[src/logic/dcp_pkg.sv]
// Constants, field layouts and carrier types for the configuration and key register bank.
// Assumes a 125 MHz core clock and a byte-wide, word-addressed register port.
package dcp_pkg;

  // Word addresses
  localparam logic [5:0] ADDR_WAKE_TRANS = 6'h00;
  localparam logic [5:0] ADDR_RST_REL    = 6'h01;
  localparam logic [5:0] ADDR_SUPPLY     = 6'h02;
  localparam logic [5:0] ADDR_KEY        = 6'h03;
  localparam logic [5:0] ADDR_PROT_FIRST = 6'h04;
  localparam logic [5:0] ADDR_PROT_LAST  = 6'h0A;
  localparam logic [5:0] ADDR_STAT_FIRST = 6'h0B;
  localparam logic [5:0] ADDR_STAT_LAST  = 6'h11;
  localparam logic [5:0] ADDR_PROT_STAT  = 6'h28;
  localparam int         NUM_PROT        = 7;

  // Field positions
  localparam int BIT_WAKE_ON    = 7;
  localparam int BIT_WAKE_TICK  = 6;
  localparam int BIT_LP_DEL_HI  = 3;
  localparam int BIT_RST_HI     = 2;
  localparam int BIT_EXT_CORE   = 7;
  localparam int BIT_BOOST      = 6;
  localparam int BIT_BUCK_FREQ  = 5;
  localparam int BIT_LOAD_WATCH = 4;
  localparam int BIT_LIMIT_HI   = 3;
  localparam int BIT_LIMIT_LO   = 2;
  localparam int BIT_SYNC_PHASE = 1;
  localparam int BIT_SYNC_ON    = 0;

  // Reset values
  localparam logic [7:0] RST_WAKE_TRANS = 8'h08;
  localparam logic [2:0] RST_RST_REL    = 3'h6;
  localparam logic [4:0] RST_SUPPLY_RW  = 5'h00;
  localparam logic [7:0] RST_KEY        = 8'h00;
  localparam logic [NUM_PROT-1:0][7:0] RST_PROT =
    {8'h0B, 8'h06, 8'h0B, 8'h09, 8'h9B, 8'h08, 8'h01};

  // Key sequences, first byte in entry 0
  localparam logic [3:0][7:0] KEY_UNLOCK = {8'h12, 8'h56, 8'hEF, 8'hAB};
  localparam logic [3:0][7:0] KEY_LOCK   = {8'hCA, 8'hBE, 8'h34, 8'hDF};

  // Times in microseconds; cycles derive from the clock rate
  localparam int unsigned CLK_MHZ       = 125;
  localparam int unsigned WAKE_FAST_US  = 10;
  localparam int unsigned WAKE_SLOW_US  = 10000;
  localparam int unsigned LP_STEP_US    = 100;
  localparam int unsigned RST_DEL_US [8] =
    '{200, 400, 800, 1000, 2000, 4000, 10000, 15000};

  typedef struct packed {
    logic       wr;
    logic       rd;
    logic [5:0] addr;
    logic [7:0] wdata;
  } dcp_req_t;

  typedef struct packed {
    logic [NUM_PROT-1:0][7:0] val;
  } dcp_cfg_t;

  typedef enum logic [1:0] {TMR_IDLE, TMR_WAIT, TMR_DONE} dcp_tmr_t;

endpackage

[src/logic/dcp_key_seq.sv]
// Four-byte unlock and lock key matcher for the protection key register.
// Assumes key_wr pulses once per byte written to the key address.
`timescale 1ns/1ps
module dcp_key_seq (
  input  wire logic       clk,
  input  wire logic       reset_n,
  input  wire logic       ce,
  input  wire logic       key_wr,
  input  wire logic [7:0] key_byte,
  output logic            unlock_hit,
  output logic            lock_hit
);

  logic [1:0] unl_idx_reg;
  logic [1:0] unl_idx_next;
  logic [1:0] lck_idx_reg;
  logic [1:0] lck_idx_next;

  // A wrong byte restarts matching; it may itself be a fresh first byte
  function automatic logic [1:0] advance(input logic [1:0] idx,
                                         input logic [7:0] b,
                                         input logic [3:0][7:0] seq);
    logic [1:0] r;
    r = 2'h0;
    if (b == seq[idx]) begin
      r = idx + 2'h1; // [RL12] [RL13]
    end else if (b == seq[0]) begin
      r = 2'h1; // [RL17]
    end
    return r;
  endfunction

  always_comb begin
    unl_idx_next = unl_idx_reg;
    lck_idx_next = lck_idx_reg;
    unlock_hit   = 1'b0;
    lock_hit     = 1'b0;
    if (key_wr) begin
      unl_idx_next = advance(unl_idx_reg, key_byte, dcp_pkg::KEY_UNLOCK);
      lck_idx_next = advance(lck_idx_reg, key_byte, dcp_pkg::KEY_LOCK);
      unlock_hit   = (unl_idx_reg == 2'h3) && (key_byte == dcp_pkg::KEY_UNLOCK[3]); // [RL12]
      lock_hit     = (lck_idx_reg == 2'h3) && (key_byte == dcp_pkg::KEY_LOCK[3]);   // [RL13]
    end
  end

  always_ff @(posedge clk) begin
    if (!reset_n) begin
      unl_idx_reg <= 2'h0;
      lck_idx_reg <= 2'h0;
    end else if (ce) begin
      unl_idx_reg <= unl_idx_next;
      lck_idx_reg <= lck_idx_next;
    end
  end

endmodule // dcp_key_seq

[src/logic/dcp_regbank.sv]
// Device configuration registers, protection key and protected request bank.
// Assumes a serial front end that turns frames into one-cycle read/write requests.
//
// Function
// RL1: The wake timer runs in sleep or standby only while its enable bit 7 is set.
// RL2: The wake tick select bit picks a 10 us tick when clear and 10 ms when set.
// RL3: The four-bit entry delay gives (code+1) x 100 us before standby or sleep, reset code 8.
// RL4: The three-bit reset release code picks 200 us to 15 ms, reset code 6.
// RL5: Bit 7 of the supply register reads the external core supply status.
// RL6: Bit 6 of the supply register reads the boost converter status.
// RL7: Bit 5 of the supply register reads the buck frequency range.
// RL8: The load current watch bit enables monitoring, forced on in sleep.
// RL9: The two-bit limit field picks 10, 30, 60 or 100 mA.
// RL10: The sync phase bit shifts the sync output by half a period.
// RL11: Bit 0 of the supply register enables the sync output.
// RL12: The unlock key AB EF 56 12 grants write access to the protected registers.
// RL13: The lock key DF 34 BE CA removes write access to the protected registers.
// RL14: Protected values reach the safe-state and watchdog modules only on lock.
// RL15: The host sends each key as four consecutive byte writes; the key register resets to 0.
// RL16: Protected requests sit at 0x04 to 0x0A, applied mirrors from 0x0B.
// RL17: A byte that breaks a key sequence restarts matching from the first byte.
`timescale 1ns/1ps
module dcp_regbank #(
  parameter int unsigned CYC_PER_US = dcp_pkg::CLK_MHZ
) (
  input  wire logic              clk,
  input  wire logic              reset_n,
  input  wire logic              ce,
  input  wire dcp_pkg::dcp_req_t req,
  output logic [7:0]             rdata,
  output logic                   rvalid,
  input  wire logic              ext_core_supply_in,
  input  wire logic              boost_on_in,
  input  wire logic              buck_freq_in,
  input  wire logic              low_power_state,
  input  wire logic              sleep_state,
  input  wire logic              lp_request,
  output logic                   lp_enter,
  input  wire logic              reset_release_req,
  output logic                   reset_release,
  input  wire logic              sync_src,
  output logic                   sync_out,
  output logic                   wake_tick,
  output logic                   load_watch_active,
  output logic [1:0]             load_current_limit,
  output logic                   prot_unlocked,
  output logic                   apply_pulse,
  output dcp_pkg::dcp_cfg_t      applied_cfg
);

  localparam logic [31:0] WAKE_FAST_CYC = 32'(dcp_pkg::WAKE_FAST_US * CYC_PER_US);
  localparam logic [31:0] WAKE_SLOW_CYC = 32'(dcp_pkg::WAKE_SLOW_US * CYC_PER_US);
  localparam logic [31:0] LP_STEP_CYC   = 32'(dcp_pkg::LP_STEP_US * CYC_PER_US);

  //////////////////////////////////////////////////////////////////////////////////////////////
  // Register state

  logic [7:0]        wake_trans_reg, wake_trans_next;
  logic [2:0]        rst_rel_reg, rst_rel_next;
  logic [4:0]        supply_rw_reg, supply_rw_next;
  logic [2:0]        supply_ro_reg, supply_ro_next;
  logic [7:0]        key_reg, key_next;
  logic              unlocked_reg, unlocked_next;
  dcp_pkg::dcp_cfg_t prot_reg, prot_next;
  dcp_pkg::dcp_cfg_t applied_reg, applied_next;
  logic              apply_reg, apply_next;
  logic [7:0]        rdata_reg, rdata_next;
  logic              rvalid_reg, rvalid_next;
  logic              unlock_hit, lock_hit;
  logic              key_wr;
  logic [5:0]        prot_idx, stat_idx;

  assign key_wr   = req.wr && (req.addr == dcp_pkg::ADDR_KEY);
  assign prot_idx = req.addr - dcp_pkg::ADDR_PROT_FIRST;
  assign stat_idx = req.addr - dcp_pkg::ADDR_STAT_FIRST;

  dcp_key_seq u_key (
    .clk        (clk),
    .reset_n    (reset_n),
    .ce         (ce),
    .key_wr     (key_wr),
    .key_byte   (req.wdata),
    .unlock_hit (unlock_hit),
    .lock_hit   (lock_hit)
  );

  always_comb begin
    wake_trans_next = wake_trans_reg;
    rst_rel_next    = rst_rel_reg;
    supply_rw_next  = supply_rw_reg;
    key_next        = key_reg;
    unlocked_next   = unlocked_reg;
    prot_next       = prot_reg;
    applied_next    = applied_reg;
    apply_next      = 1'b0;
    // Status bits are sampled so they read zero out of reset
    supply_ro_next  = {ext_core_supply_in, boost_on_in, buck_freq_in}; // [RL5] [RL6] [RL7]
    if (req.wr) begin
      unique case (req.addr)
        dcp_pkg::ADDR_WAKE_TRANS: wake_trans_next = {req.wdata[7:6], 2'h0, req.wdata[3:0]};
        dcp_pkg::ADDR_RST_REL:    rst_rel_next    = req.wdata[dcp_pkg::BIT_RST_HI:0];
        dcp_pkg::ADDR_SUPPLY:     supply_rw_next  = req.wdata[dcp_pkg::BIT_LOAD_WATCH:0];
        dcp_pkg::ADDR_KEY:        key_next        = req.wdata; // [RL15]
        default: begin
          // Protected writes are dropped silently while locked
          if (unlocked_reg && req.addr >= dcp_pkg::ADDR_PROT_FIRST &&
              req.addr <= dcp_pkg::ADDR_PROT_LAST) begin
            prot_next.val[prot_idx[2:0]] = req.wdata; // [RL12] [RL16]
          end
        end
      endcase
    end
    if (unlock_hit) begin
      unlocked_next = 1'b1; // [RL12]
    end
    if (lock_hit) begin
      unlocked_next = 1'b0; // [RL13]
      applied_next  = prot_reg; // [RL14]
      apply_next    = 1'b1; // [RL14]
    end
  end

  // Read path, one cycle latency; unmapped words read zero
  always_comb begin
    rdata_next  = rdata_reg;
    rvalid_next = req.rd;
    if (req.rd) begin
      rdata_next = 8'h00;
      if (req.addr == dcp_pkg::ADDR_WAKE_TRANS) begin
        rdata_next = wake_trans_reg;
      end else if (req.addr == dcp_pkg::ADDR_RST_REL) begin
        rdata_next = {5'h00, rst_rel_reg};
      end else if (req.addr == dcp_pkg::ADDR_SUPPLY) begin
        rdata_next = {supply_ro_reg, supply_rw_reg}; // [RL5] [RL6] [RL7]
      end else if (req.addr == dcp_pkg::ADDR_KEY) begin
        rdata_next = key_reg;
      end else if (req.addr >= dcp_pkg::ADDR_PROT_FIRST &&
                   req.addr <= dcp_pkg::ADDR_PROT_LAST) begin
        rdata_next = prot_reg.val[prot_idx[2:0]];
      end else if (req.addr >= dcp_pkg::ADDR_STAT_FIRST &&
                   req.addr <= dcp_pkg::ADDR_STAT_LAST) begin
        rdata_next = applied_reg.val[stat_idx[2:0]]; // [RL16]
      end else if (req.addr == dcp_pkg::ADDR_PROT_STAT) begin
        rdata_next = {7'h00, ~unlocked_reg};
      end
    end
  end

  always_ff @(posedge clk) begin
    if (!reset_n) begin
      wake_trans_reg <= dcp_pkg::RST_WAKE_TRANS; // [RL1] [RL2] [RL3]
      rst_rel_reg    <= dcp_pkg::RST_RST_REL; // [RL4]
      supply_rw_reg  <= dcp_pkg::RST_SUPPLY_RW;
      supply_ro_reg  <= 3'h0;
      key_reg        <= dcp_pkg::RST_KEY; // [RL15]
      unlocked_reg   <= 1'b0;
      prot_reg       <= dcp_pkg::RST_PROT;
      applied_reg    <= dcp_pkg::RST_PROT;
      apply_reg      <= 1'b0;
      rdata_reg      <= 8'h00;
      rvalid_reg     <= 1'b0;
    end else if (ce) begin
      wake_trans_reg <= wake_trans_next;
      rst_rel_reg    <= rst_rel_next;
      supply_rw_reg  <= supply_rw_next;
      supply_ro_reg  <= supply_ro_next;
      key_reg        <= key_next;
      unlocked_reg   <= unlocked_next;
      prot_reg       <= prot_next;
      applied_reg    <= applied_next;
      apply_reg      <= apply_next;
      rdata_reg      <= rdata_next;
      rvalid_reg     <= rvalid_next;
    end
  end

  //////////////////////////////////////////////////////////////////////////////////////////////
  // Wake timer tick

  logic [31:0] wake_cnt_reg, wake_cnt_next;
  logic        wake_tick_reg, wake_tick_next;
  logic [31:0] wake_period;

  assign wake_period = wake_trans_reg[dcp_pkg::BIT_WAKE_TICK] ? WAKE_SLOW_CYC
                                                               : WAKE_FAST_CYC; // [RL2]

  always_comb begin
    wake_cnt_next  = 32'h0;
    wake_tick_next = 1'b0;
    // Timer stays cleared outside low power so each stay starts a full period
    if (wake_trans_reg[dcp_pkg::BIT_WAKE_ON] && low_power_state) begin // [RL1]
      if (wake_cnt_reg >= wake_period - 32'h1) begin
        wake_tick_next = 1'b1;
      end else begin
        wake_cnt_next = wake_cnt_reg + 32'h1;
      end
    end
  end

  always_ff @(posedge clk) begin
    if (!reset_n) begin
      wake_cnt_reg  <= 32'h0;
      wake_tick_reg <= 1'b0;
    end else if (ce) begin
      wake_cnt_reg  <= wake_cnt_next;
      wake_tick_reg <= wake_tick_next;
    end
  end

  //////////////////////////////////////////////////////////////////////////////////////////////
  // Low power entry delay and reset release delay

  dcp_pkg::dcp_tmr_t lp_st_reg, lp_st_next, rr_st_reg, rr_st_next;
  logic [31:0]       lp_cnt_reg, lp_cnt_next, rr_cnt_reg, rr_cnt_next;
  logic [31:0]       lp_target, rr_target;

  assign lp_target = 32'((wake_trans_reg[dcp_pkg::BIT_LP_DEL_HI:0] + 5'h01) *
                         LP_STEP_CYC); // [RL3]
  assign rr_target = 32'(dcp_pkg::RST_DEL_US[rst_rel_reg] * CYC_PER_US); // [RL4]

  always_comb begin
    lp_st_next  = lp_st_reg;
    lp_cnt_next = lp_cnt_reg;
    rr_st_next  = rr_st_reg;
    rr_cnt_next = rr_cnt_reg;
    unique case (lp_st_reg)
      dcp_pkg::TMR_IDLE: begin
        lp_cnt_next = 32'h1;
        if (lp_request) begin
          lp_st_next = dcp_pkg::TMR_WAIT;
        end
      end
      dcp_pkg::TMR_WAIT: begin
        lp_cnt_next = lp_cnt_reg + 32'h1;
        if (!lp_request) begin
          lp_st_next = dcp_pkg::TMR_IDLE;
        end else if (lp_cnt_reg >= lp_target) begin
          lp_st_next = dcp_pkg::TMR_DONE; // [RL3]
        end
      end
      dcp_pkg::TMR_DONE: begin
        if (!lp_request) begin
          lp_st_next = dcp_pkg::TMR_IDLE;
        end
      end
      default: lp_st_next = dcp_pkg::TMR_IDLE;
    endcase
    unique case (rr_st_reg)
      dcp_pkg::TMR_IDLE: begin
        rr_cnt_next = 32'h1;
        if (reset_release_req) begin
          rr_st_next = dcp_pkg::TMR_WAIT;
        end
      end
      dcp_pkg::TMR_WAIT: begin
        rr_cnt_next = rr_cnt_reg + 32'h1;
        if (!reset_release_req) begin
          rr_st_next = dcp_pkg::TMR_IDLE;
        end else if (rr_cnt_reg >= rr_target) begin
          rr_st_next = dcp_pkg::TMR_DONE; // [RL4]
        end
      end
      dcp_pkg::TMR_DONE: begin
        if (!reset_release_req) begin
          rr_st_next = dcp_pkg::TMR_IDLE;
        end
      end
      default: rr_st_next = dcp_pkg::TMR_IDLE;
    endcase
  end

  always_ff @(posedge clk) begin
    if (!reset_n) begin
      lp_st_reg  <= dcp_pkg::TMR_IDLE;
      rr_st_reg  <= dcp_pkg::TMR_IDLE;
      lp_cnt_reg <= 32'h1;
      rr_cnt_reg <= 32'h1;
    end else if (ce) begin
      lp_st_reg  <= lp_st_next;
      rr_st_reg  <= rr_st_next;
      lp_cnt_reg <= lp_cnt_next;
      rr_cnt_reg <= rr_cnt_next;
    end
  end

  //////////////////////////////////////////////////////////////////////////////////////////////
  // Outputs

  assign rdata              = rdata_reg;
  assign rvalid             = rvalid_reg;
  assign wake_tick          = wake_tick_reg;
  assign lp_enter           = (lp_st_reg == dcp_pkg::TMR_DONE);
  assign reset_release      = (rr_st_reg == dcp_pkg::TMR_DONE);
  assign load_watch_active  = supply_rw_reg[dcp_pkg::BIT_LOAD_WATCH] | sleep_state; // [RL8]
  assign load_current_limit = supply_rw_reg[dcp_pkg::BIT_LIMIT_HI:dcp_pkg::BIT_LIMIT_LO]; // [RL9]
  // Source passes straight through; phase flip is an inversion of the sync reference
  assign sync_out           = supply_rw_reg[dcp_pkg::BIT_SYNC_ON] &
                              (sync_src ^ supply_rw_reg[dcp_pkg::BIT_SYNC_PHASE]); // [RL10] [RL11]
  assign prot_unlocked      = unlocked_reg;
  assign apply_pulse        = apply_reg;
  assign applied_cfg        = applied_reg; // [RL14]

endmodule // dcp_regbank

[config.mk]
export PLATFORM = sky130hd
export DESIGN_NAME = dcp_regbank
export DESIGN_NICKNAME = d
export VERILOG_FILES = /design/src/logic/dcp_pkg.sv /design/src/logic/dcp_key_seq.sv /design/src/logic/dcp_regbank.sv
export SDC_FILE = /design/constraint.sdc
export NUM_CORES = 1
export LEC_CHECK = 0
export BUFFER_PORTS_ARGS = -buffer_cell sky130_fd_sc_hd__buf_2
export CAP_MARGIN = 20
export CELL_PAD_IN_SITES_DETAIL_PLACEMENT = 2
export CELL_PAD_IN_SITES_GLOBAL_PLACEMENT = 2
export CORE_MARGIN = 1
export CORE_UTILIZATION = 41
export DETAILED_ROUTE_END_ITERATION = 10
export PLACE_DENSITY_LB_ADDON = 0.1
export SYNTH_ARGS = -nofsm -noshare
export SYNTH_HDL_FRONTEND = slang
export SYNTH_SLANG_ARGS = --single-unit
[constraint.sdc]
create_clock -name clk -period 10.5 [get_ports clk]
set_clock_uncertainty 0.1 [all_clocks]
set_input_delay 1.05 -clock clk [delete_from_list [all_inputs] [get_ports clk]]
set_output_delay 1.05 -clock clk [all_outputs]
set_load 0.02 [all_outputs]
==> results.ini, run 1 <==
[outcome]
outcome=completed

[die]
fp-row-count=70
core_mm2=0.0369
initial_core_util=0.420
io_pins=101
die_y_um=196
dieArea_mm2=0.0386
die_w_um=196

[sta]
rsz0062_at_grt=no
finalMaxSlewViolations=0
setup-violations-final=0
tightest_slew_ns=0.920
fin_crit_sh=0.668
period_minus_slack_ns=7.01
fmax_mhz=143
setup_tns_ns=0
fin_hold_ws_ns=0.362
relSlewSlack=0.383
finalHoldViolCount=0

[synthesis]
yosys.area.top_type_share=0.327
synth_edf_count=0
synth_area_per_cell_um2=8.34
synth_fp_nets=2057
ys_warn_count=0
synthesis.instances=1858
synth_area_leaders=dfxtp_1, ha_1, nand2_1
synth_area_mm2=0.0155
ys_ff_latch=253
ys.flop_type=dfxtp_1
synthDistinctLibCells=73
async_flop_share=0
ys_seq_area_frac=0.327
yosysTopAreaCell=dfxtp_1

[drt]
ant_nets=0
drtIter0Drc=506
drcViolationCount=0
vias=14000
vias_per_cell=5.74
finalWirelength_mm=52.5
wl_per_cell_um=21.6
firstDrtPassIters=5

[clock_network]
ctsResizeCount=0
root_buffer=clkbuf_16
cts_num_sinks=253
ctsHoldBuffers=0
cts_tree=yes
numCtsBuffers=31
cts.clk_slew.worst_paths_ns=0.07
postCtsSetupBuffers=0
htree_levels=1
clock_latency_ns=0.58
clock_path_buffers=3

[critical_path]
path_buf_inv=3
path_common_cell=ha_1
worstSetupEndpointType=flop
cp.arrival_ns=7.37
worstSetupPathType=flop to flop
crit_family=adder cells
critPathMaxStageDelay_ns=0.69
cpMaxStageDelayCell=dfxtp_1
crit_required_ns=10.86
critPathLaunchType=flop
path_max_fanout=17

[pwr]
clkPwrFrac=0.495
p_leak_nw=7.39
p_int_mw=1.67
sw_frac_of_total=0.246
p_per_area_mw_per_mm2=127
combPwrFrac=0.066
power_frac_seq=0.439
irDropWorstVdd_v=0.000105
p_switching_mw=0.543

[placed_design]
dp.cells=2377
dpl_cell_area_mm2=0.0163
port_buffers=100
gp_congestion=0.850
hpwl_mm=36.8

[global_routing]
grt_max_degree=79
grt_overflow=0
grt_pass1_wl_mm=84.0
antenna_found_initial=5
grt_pass1_vias=15300
grt_usage=0.273

[final_layout]
drive_gt1_frac=0.103
fill_cells=4103
area_growth_pct=11.9
seq_area_mm2=0.00506
multi_input_comb_area_mm2=0.00966
nNetsFinal=2105
final_cells=2433
final_area_mm2=0.0173

[job]
max-cap-violations=0

[min_path]
hold_path_class=flop to flop

## kinds of logic (layout without fill, tap and decap cells)
group,after synthesis,count (layout),share of synthesized area
AND/OR/NAND/NOR,709,709,0.221
AO/OA/AOI/OAI,356,356,0.136
flip-flops,253,253,0.327
buffers and inverters,193,260,0.0507
adder cells (fa/ha/maj),172,172,0.149
multiplexers,94,94,0.0710
XOR/XNOR,81,81,0.0458
other,0,4,0
## path summary, 6_finish.rpt
path | startpoint | to | slack (ns) | cells past startpoint
setup / recovery | rst_rel_reg[0] | rr_st_reg[1] | 3.49 | 27
hold / removal | key_reg[1] | key_reg[1] | 0.36 | 2
setup reg to reg | rst_rel_reg[0] | rr_st_reg[1] | 3.49 | 27
hold reg to reg | key_reg[1] | key_reg[1] | 0.36 | 2
## cell type report
| class | count | share of cell area |
|---|---|---|
| diodes | 4 | 0.000578 |
| inverters | 97 | 0.0212 |
| well taps | 504 | 0.0364 |
| repair buffers | 111 | 0.0336 |
| clock inverters | 8 | 0.00707 |
| flip-flops and latches | 253 | 0.292 |
| multi-input cells | 1412 | 0.557 |
| clock buffers | 44 | 0.0516 |
## synth_stat cells, types with 20 or more instances
library cell    n
nor2_1        136
nor3_1         35
inv_1          95
nand4_1        27
nand2_1       268
clkbuf_1       66
a21oi_1       147
and3_1         35
xnor2_1        44
nand3_1        81
dfxtp_1       253
ha_1          152
mux2i_1        75
or3_1          24
xor2_1         37
fa_1           20
o21ai_0        91
## metal layers
metal	vias up	global-route usage	share of wire
met1	7034	0.335	0.43
met3	84	0.0329	0.034
met5	-	0	0.00032
met4	2	0.0932	0.028
met2	237	0.492	0.50
li1	6613	-	-
## stage by stage
| step | worst slack, ns | power [mW] | util |
|---|---|---|---|
| after floorplan | 4.33 | 1.08 | - |
| final | 3.49 | 2.21 | 0.470 |
| after global placement | 3.90 | 1.13 | 0.442 |
| after detailed placement | 3.56 | 1.14 | 0.442 |
| after CTS | 3.49 | 2.23 | 0.470 |
| after global routing | 2.93 | 2.27 | 0.470 |
## power groups by stage
stage          clock [mW]  combinational (mW)  sequential, mW
2_1_floorplan           0              0.0910           0.990
3_3_place_gp            0               0.140           0.990
3_5_place_dp            0               0.145           0.991
4_1_cts              1.12               0.146           0.970
5_1_grt              1.14               0.158           0.970
6_report             1.09               0.146           0.970
## cell usage in the layout (no fill, tap or decap), types with 31 or more instances in the layout
cell,netlist,routed
o21ai_0,91,89
xor2_1,37,37
ha_1,152,152
a21oi_1,147,147
and3_1,35,35
dfxtp_1,253,253
clkbuf_16,0,31
nand2_1,268,268
inv_1,95,95
nand3_1,81,81
mux2i_1,75,75
nor2_1,136,136
nor3_1,35,35
xnor2_1,44,44
buf_2,19,100
## worst register-to-register path, delay by kind of cell (launching register included)
family                   cells  cell delay, ns
adder cells (fa/ha/maj)      8            2.87
XOR/XNOR                     2            0.32
AND/OR/NAND/NOR              5            0.50
AO/OA/AOI/OAI                9            1.96
flip-flops                   1            0.69
buffers and inverters        3            0.45
Power figures use the tool's default switching activity.
==> run 2, diff against run 1 <==
--- a/config.mk
+++ b/config.mk
@@ -10,7 +10,7 @@
 export CELL_PAD_IN_SITES_DETAIL_PLACEMENT = 2
 export CELL_PAD_IN_SITES_GLOBAL_PLACEMENT = 2
 export CORE_MARGIN = 1
-export CORE_UTILIZATION = 41
+export CORE_UTILIZATION = 38
 export DETAILED_ROUTE_END_ITERATION = 10
 export PLACE_DENSITY_LB_ADDON = 0.1
 export SYNTH_ARGS = -nofsm -noshare
==> constraint.sdc (replaced) <==
create_clock -name clk -period 7.1 [get_ports clk]
set_clock_uncertainty 0.1 [all_clocks]
set_input_delay 0.71 -clock clk [delete_from_list [all_inputs] [get_ports clk]]
set_output_delay 0.71 -clock clk [all_outputs]
set_load 0.02 [all_outputs]
==> run 2 against run 1 <==
  * Count of clock-buffer cells in the layout grew 1
  * Sequential share of layout area down 0.37 points
  * Sequential power increased by 47%
  * Global-route usage shrank 2.2 points
  * Combinational power grew 49%
  * Worst hold slack lost 0.041 ns
  * Critical path type unchanged
  * Highest routed layer unchanged
  * Power rose by 58%
  * Sequential cell count unchanged
  * Final area up 1.3%
  * Critical path depth is the same
  * Largest cell class unchanged
==> results.ini, run 2 (same netlist as run 1, synthesis figures left out) <==
[final_layout]
final_cell_mix=nand2_1, dfxtp_1, ha_1, a21oi_1, nor2_1
final_cells=2461  ; +1.2%
area_growth_pct=13.3
drive_gt1_frac=0.112  ; +0.00871
n_antenna_cell=0  ; -4
fill_cells=4454  ; +8.6%
final_area_mm2=0.0176  ; +1.3%
nNetsFinal=2112  ; +0.33%
final_common_cell=nand2_1

[clock_network]
clock_latency_ns=0.54  ; -0.04 ns
cts.clk_slew.worst_paths_ns=0.07  ; about the same
clock_path_buffers=3  ; unchanged
htree_levels=2  ; +1
cts_tree=yes
cts_num_sinks=253  ; unchanged
numCtsBuffers=34  ; +9.7%
root_buffer=clkbuf_16
ctsHoldBuffers=0  ; unchanged

[job]
max-cap-violations=0  ; unchanged

[sta]
tightest_slew_ns=1.04  ; +0.122 ns
period_minus_slack_ns=6.62  ; -0.398 ns
finalHoldViolCount=0  ; unchanged
relSlewSlack=0.306  ; -0.0777
finalMaxSlewViolations=0  ; unchanged
fin_crit_sh=0.932  ; +0.264
setup-violations-final=0  ; unchanged
setup_tns_ns=0  ; unchanged
rsz0062_at_grt=no
fmax_mhz=151  ; +6.0%
fin_ws_ns=0.484  ; -3.00 ns

[global_routing]
grt_pass1_vias=15000  ; -1.9%
antenna_found_initial=3  ; -2
grt_usage=0.251  ; -0.0224
grt.busiest_layer=met2
grt_overflow=0  ; unchanged
use_met1=0.312  ; -0.0230
gr-usage-met2=0.439  ; -0.0530
grt_pass1_wl_mm=82.6  ; -1.6%
grt_max_degree=89  ; +13%
met3_usage=0.0362  ; +0.00334

[critical_path]
worstSetupEndpointType=flop
path_depth=27  ; unchanged
r2r_end=rr_st_reg[1]
crit_family=adder cells
path_max_fanout=13  ; -4
reg2reg_depth=27  ; unchanged
path_buf_inv=3  ; unchanged
r2r_setup_slack_ns=0.48  ; -3.00 ns
cp.arrival_ns=6.94  ; -0.43 ns
path_common_cell=ha_1
cpMaxStageDelayCell=fa_1
crit_end=rr_st_reg[1]
crit_required_ns=7.43  ; -3.43 ns
worstSetupPathType=flop to flop
critPathLaunchType=flop
critPathMaxStageDelay_ns=0.52  ; -0.17 ns
worstSetupStartpoint=rst_rel_reg[1]
r2r-start=rst_rel_reg[1]

[die]
core_mm2=0.0400  ; +8.5%
die_y_um=204  ; +3.8%
dieArea_mm2=0.0416  ; +7.8%
die_w_um=204  ; +3.8%
fp-row-count=73  ; +4.3%
io_pins=101  ; unchanged
initial_core_util=0.387  ; -0.0329

[drt]
firstDrtPassIters=4  ; -1
wl_per_cell_um=21.1  ; -2.3%
vias_per_cell=5.62  ; -2.2%
vias=13800  ; -1.0%
drcViolationCount=0  ; unchanged
ant_nets=0  ; unchanged
drtIter0Drc=472  ; -6.7%
finalWirelength_mm=51.9  ; -1.2%

[outcome]
outcome=completed

[placed_design]
dp.cells=2402  ; +1.1%
port_buffers=100  ; unchanged
dpl_cell_area_mm2=0.0164  ; +0.35%
gp_congestion=0.850  ; about the same
place_ws_ns=0.196  ; -3.36 ns
hpwl_mm=37.3  ; +1.2%

[pwr]
p_per_area_mw_per_mm2=198  ; +56%
p_leak_nw=7.51  ; +1.6%
irDropWorstVdd_v=0.000151  ; +44%

[min_path]
min_delay_path_depth=3  ; +1
hold_path_class=input pin to flop

==> run 2: cell types whose count changed in the layout (fill, tap and decap cells not counted), sizes merged <==
| cell | before | now |
|---|---|---|
| buf | 111 | 115 |
| inv | 97 | 98 |
| clkbuf | 44 | 45 |
| diode | 4 | 0 |
| clkinv | 5 | 9 |
| bufinv | 3 | 4 |
==> run 2: layout make-up <==
type	instances	area, µm²	share of cell area
Inverter	97	367	0.0209
Tap cell	525	657	0.0374
Clock buffer	45	992	0.0565
Clock inverter	14	200	0.0114
Sequential cell	253	5070	0.288
Timing Repair Buffer	115	613	0.0349
Multi-Input combinational cell	1412	9670	0.550
==> run 2: worst min-delay path, delay by kind of cell <==
family | cells | cell delay (ns)
buf+inv | 1 | 0.08
mux | 1 | 0.06
simple gates | 1 | 0.08
==> run 2: stage by stage <==
| step | power, mW | util | hold WS [ns] |
|---|---|---|---|
| after floorplan | 1.60 | - | 0.336 |
| after global placement | 1.68 | 0.409 | 0.342 |
| after detailed placement | 1.68 | 0.409 | 0.353 |
| after CTS | 3.53 | 0.439 | 0.298 |
| after global routing | 3.60 | 0.439 | 0.325 |
| final | 3.48 | 0.439 | 0.321 |
==> run 2: worst min path at each step <==
stage / start / endpoint
after global placement: key_reg[3] / key_reg[3]
final: buck_freq_in / supply_ro_reg[0]
after CTS: buck_freq_in / supply_ro_reg[0]
after global routing: ext_core_supply_in / supply_ro_reg[2]
after detailed placement: key_reg[0] / key_reg[0]
after floorplan: key_reg[2] / key_reg[2]
==> run 2: repair_timing <==
action | 4_1_cts | 5_1_grt
endpoints found under the setup margin | 0 | 2
buffers inserted | 0 | 0
resized for setup | 0 | 2
==> run 2: power by group <==
| group | internal [mW] | leakage [nW] | total, mW | switching (mW) |
|---|---|---|---|---|
| clock network | 1.13 | 0.597 | 1.83 | 0.697 |
| logic | 0.0652 | 4.87 | 0.217 | 0.152 |
| registers | 1.43 | 2.04 | 1.43 | 0.00761 |
| total | 2.62 | 7.51 | 3.48 | 0.856 |
==> run 2: layer usage <==
metal	part of all wire	wire length [µm]	vias to the layer above
met4	0.031	1610	6
met5	0.00087	45	-
li1	-	-	6618
met3	0.037	1920	86
met2	0.49	25400	203
met1	0.44	22900	6912
==> run 3, diff against run 2 <==
--- a/config.mk
+++ b/config.mk
@@ -15,4 +15,5 @@
 export PLACE_DENSITY_LB_ADDON = 0.1
 export SYNTH_ARGS = -nofsm -noshare
 export SYNTH_HDL_FRONTEND = slang
+export SYNTH_HIERARCHICAL = 1
 export SYNTH_SLANG_ARGS = --single-unit
==> run 3 against run 2 <==
  * Highest routed layer unchanged
  * Power fell by 4.9%
  * Synthesized area rose by 1.4%
  * Via count fell by 0.80%
  * Global-route usage fell by 0.65 points
  * The run now ends with design-rule violations left
  * Largest power group unchanged
==> results.ini, run 3 <==
[synthesis]
synth_fp_nets=2025  ; -1.6%
ys.flop_type=dfxtp_1
async_flop_share=0  ; unchanged
synthTopCellsByCount=nand2_1, dfxtp_1, ha_1, nor2_1, nand3_1
yosys.area.top_type_share=0.322  ; -0.00466
synth_area_mm2=0.0157  ; +1.4%
ys_ff_latch=253  ; unchanged
synth_area_leaders=dfxtp_1, ha_1, nand2_1
synthesis.instances=1827  ; -1.7%
synth_area_per_cell_um2=8.60  ; +3.2%
yosysTopAreaCell=dfxtp_1
synthDistinctLibCells=86  ; +18%
synth_edf_count=0  ; unchanged
yosysMostFrequentCell=nand2_1
ys_seq_area_frac=0.322  ; -0.00466
ys_warn_count=6  ; +6

[drt]
drcViolationCount=2  ; +2
vias=13700  ; -0.80%
vias_per_cell=5.60  ; -0.23%
drtIter0Drc=506  ; +7.2%
firstDrtPassIters=8  ; +4
wl_per_cell_um=21.0  ; -0.30%
finalWirelength_mm=51.4  ; -0.87%
ant_nets=0  ; unchanged

[critical_path]
path_max_fanout=10  ; -3
reg2reg_depth=27  ; unchanged
crit_required_ns=7.47  ; +0.04 ns
worstSetupEndpointType=flop
r2r_end=rr_st_reg[0]
r2r-start=rst_rel_reg[1]
critPathLaunchType=flop
worstSetupPathType=flop to flop
cp.arrival_ns=6.96  ; +0.02 ns
r2r_setup_slack_ns=0.50  ; +0.02 ns

[clock_network]
clock_path_buffers=3  ; unchanged
postCtsSetupBuffers=0  ; unchanged
root_buffer=clkbuf_16
cts_tree=yes
clock_latency_ns=0.55  ; about the same
cts.clk_slew.worst_paths_ns=0.06  ; about the same
cts_num_sinks=253  ; unchanged
numCtsBuffers=34  ; unchanged
ctsHoldBuffers=0  ; unchanged
htree_levels=2  ; unchanged

[placed_design]
gp_congestion=0.815  ; -4.1%
hpwl_mm=37.3  ; about the same
port_buffers=100  ; unchanged

[sta]
setup-violations-final=0  ; unchanged
finalHoldViolCount=0  ; unchanged
setup_tns_ns=0  ; unchanged
period_minus_slack_ns=6.60  ; -0.0200 ns
finalMaxSlewViolations=0  ; unchanged
relSlewSlack=0.351  ; +0.0453
tightest_slew_ns=0.969  ; -0.0723 ns
fmax_mhz=152  ; +0.30%
rsz0062_at_grt=no
fin_crit_sh=0.929  ; -0.00281

[global_routing]
grt_overflow=0  ; unchanged
grt_max_degree=77  ; -13%
antenna_found_initial=3  ; unchanged
grt_pass1_vias=14800  ; -1.3%
gr-usage-met2=0.438  ; -0.00164
use_met1=0.303  ; -0.00908
met3_usage=0.0320  ; -0.00420
grt.busiest_layer=met2
grt_usage=0.244  ; -0.00646
grt_pass1_wl_mm=80.9  ; -2.1%

[pwr]
p_per_area_mw_per_mm2=187  ; -5.8%
p_leak_nw=7.25  ; -3.5%
irDropWorstVdd_v=0.000192  ; +27%
p_total_mw=3.31  ; -4.9%

[die]
io_pins=101  ; unchanged
initial_core_util=0.385  ; -0.00235
dieArea_mm2=0.0422  ; +1.4%
die_w_um=205  ; +0.71%
core_mm2=0.0408  ; +2.1%
fp-row-count=74  ; +1.4%
die_y_um=205  ; +0.71%

[outcome]
outcome=complete, but fails checks
violations=design-rule violations

[final_layout]
final_common_cell=nand2_1
drive_gt1_frac=0.118  ; +0.00553
nNetsFinal=2089  ; -1.1%
area_growth_pct=12.9
final_cell_mix=nand2_1, dfxtp_1, ha_1, nor2_1, buf_2

[min_path]
hold_end=supply_ro_reg[1]
min-delay-start=boost_on_in
min_delay_path_depth=3  ; unchanged
hold_path_class=input pin to flop

[job]
max-cap-violations=0  ; unchanged

-- run 3: area by class of cell --
class	count	area [µm²]
fill	4610	23100
multi-input combinational	1400	10000
sequential	253	5070
clock buffer	48	965
tap	532	666
timing repair buffer	114	608
inverter	88	330
clock inverter	10	101
antenna	2	5.00
-- run 3: routing by layer --
layer | part of all wire | vias to the layer above | wire length (µm)
met5 | 0.00025 | - | 13
met4 | 0.024 | 2 | 1220
met3 | 0.031 | 70 | 1600
met2 | 0.50 | 184 | 25500
met1 | 0.45 | 6926 | 23100
li1 | - | 6533 | -
-- run 3: worst max-delay path by stage --
stage / slack (ns) / cells after the start / to / start
final: 0.50 / 27 / rr_st_reg[0] / rst_rel_reg[1]
after global routing: 0.05 / 27 / rr_st_reg[0] / rst_rel_reg[1]
after CTS: 0.15 / 27 / rr_st_reg[0] / rst_rel_reg[1]
after detailed placement: 0.20 / 27 / rr_st_reg[0] / rst_rel_reg[1]
after global placement: 0.61 / 26 / rr_st_reg[0] / rst_rel_reg[1]
after floorplan: 0.85 / 27 / rr_st_reg[0] / rst_rel_reg[0]
-- run 3: power by group --
part	switching [mW]	total, mW	internal [mW]
clock network	0.684	1.67	0.990
logic	0.138	0.204	0.0658
registers	0.00674	1.43	1.43
-- run 3: worst max-delay path, stage by stage (launching register included) --
cell and delay [ns]:
dfxtp_2 0.42, inv_1 0.20, ha_1 0.33, nand2_1 0.06, o21ai_0 0.21, inv_1 0.12
ha_1 0.38, ha_1 0.36, xor2_1 0.18, ha_1 0.21, a21oi_1 0.17, fa_1 0.47
fa_1 0.55, inv_1 0.05, ha_1 0.35, nor2_1 0.07, nor2_1 0.17, a21oi_1 0.13
o41ai_2 0.33, a31oi_1 0.13, xor2_1 0.16, ha_1 0.33, a21oi_1 0.18, nand4_1 0.12
a31oi_2 0.24, nand2b_1 0.09, o21ai_1 0.21, mux2i_1 0.21
-- run 3: repair_timing --
item / 4_1_cts / 5_1_grt
setup endpoints to repair: 0 / 2
endpoints found under the hold margin: 0 / 0
gates resized for setup: 0 / 5
-- run 3: through the flow --
stage               instances  setup WS, ns  cell area (µm²)  hold WS (ns)   util
floorplan                1827         0.846            15700         0.330      -
global placement         2387         0.609            16700         0.342  0.408
finish                   2447         0.504            17700         0.337  0.434
global route             2446        0.0498            17700         0.372  0.434
CTS                      2445         0.151            17700         0.315  0.434
detailed placement       2387         0.205            16700         0.350  0.408
-- run 3: cell families (layout without fill, tap and decap cells) --
logic type,after synthesis,after routing,synth area share
AOI/OAI and AO/OA,332,332,0.141
xor gates and xnor gates,86,86,0.0479
adders and majority gates,171,171,0.146
buffers and inverters,174,260,0.0435
DFF,253,253,0.322
muxes,92,92,0.0684
other,0,2,0
and+or+nand+nor,719,719,0.232
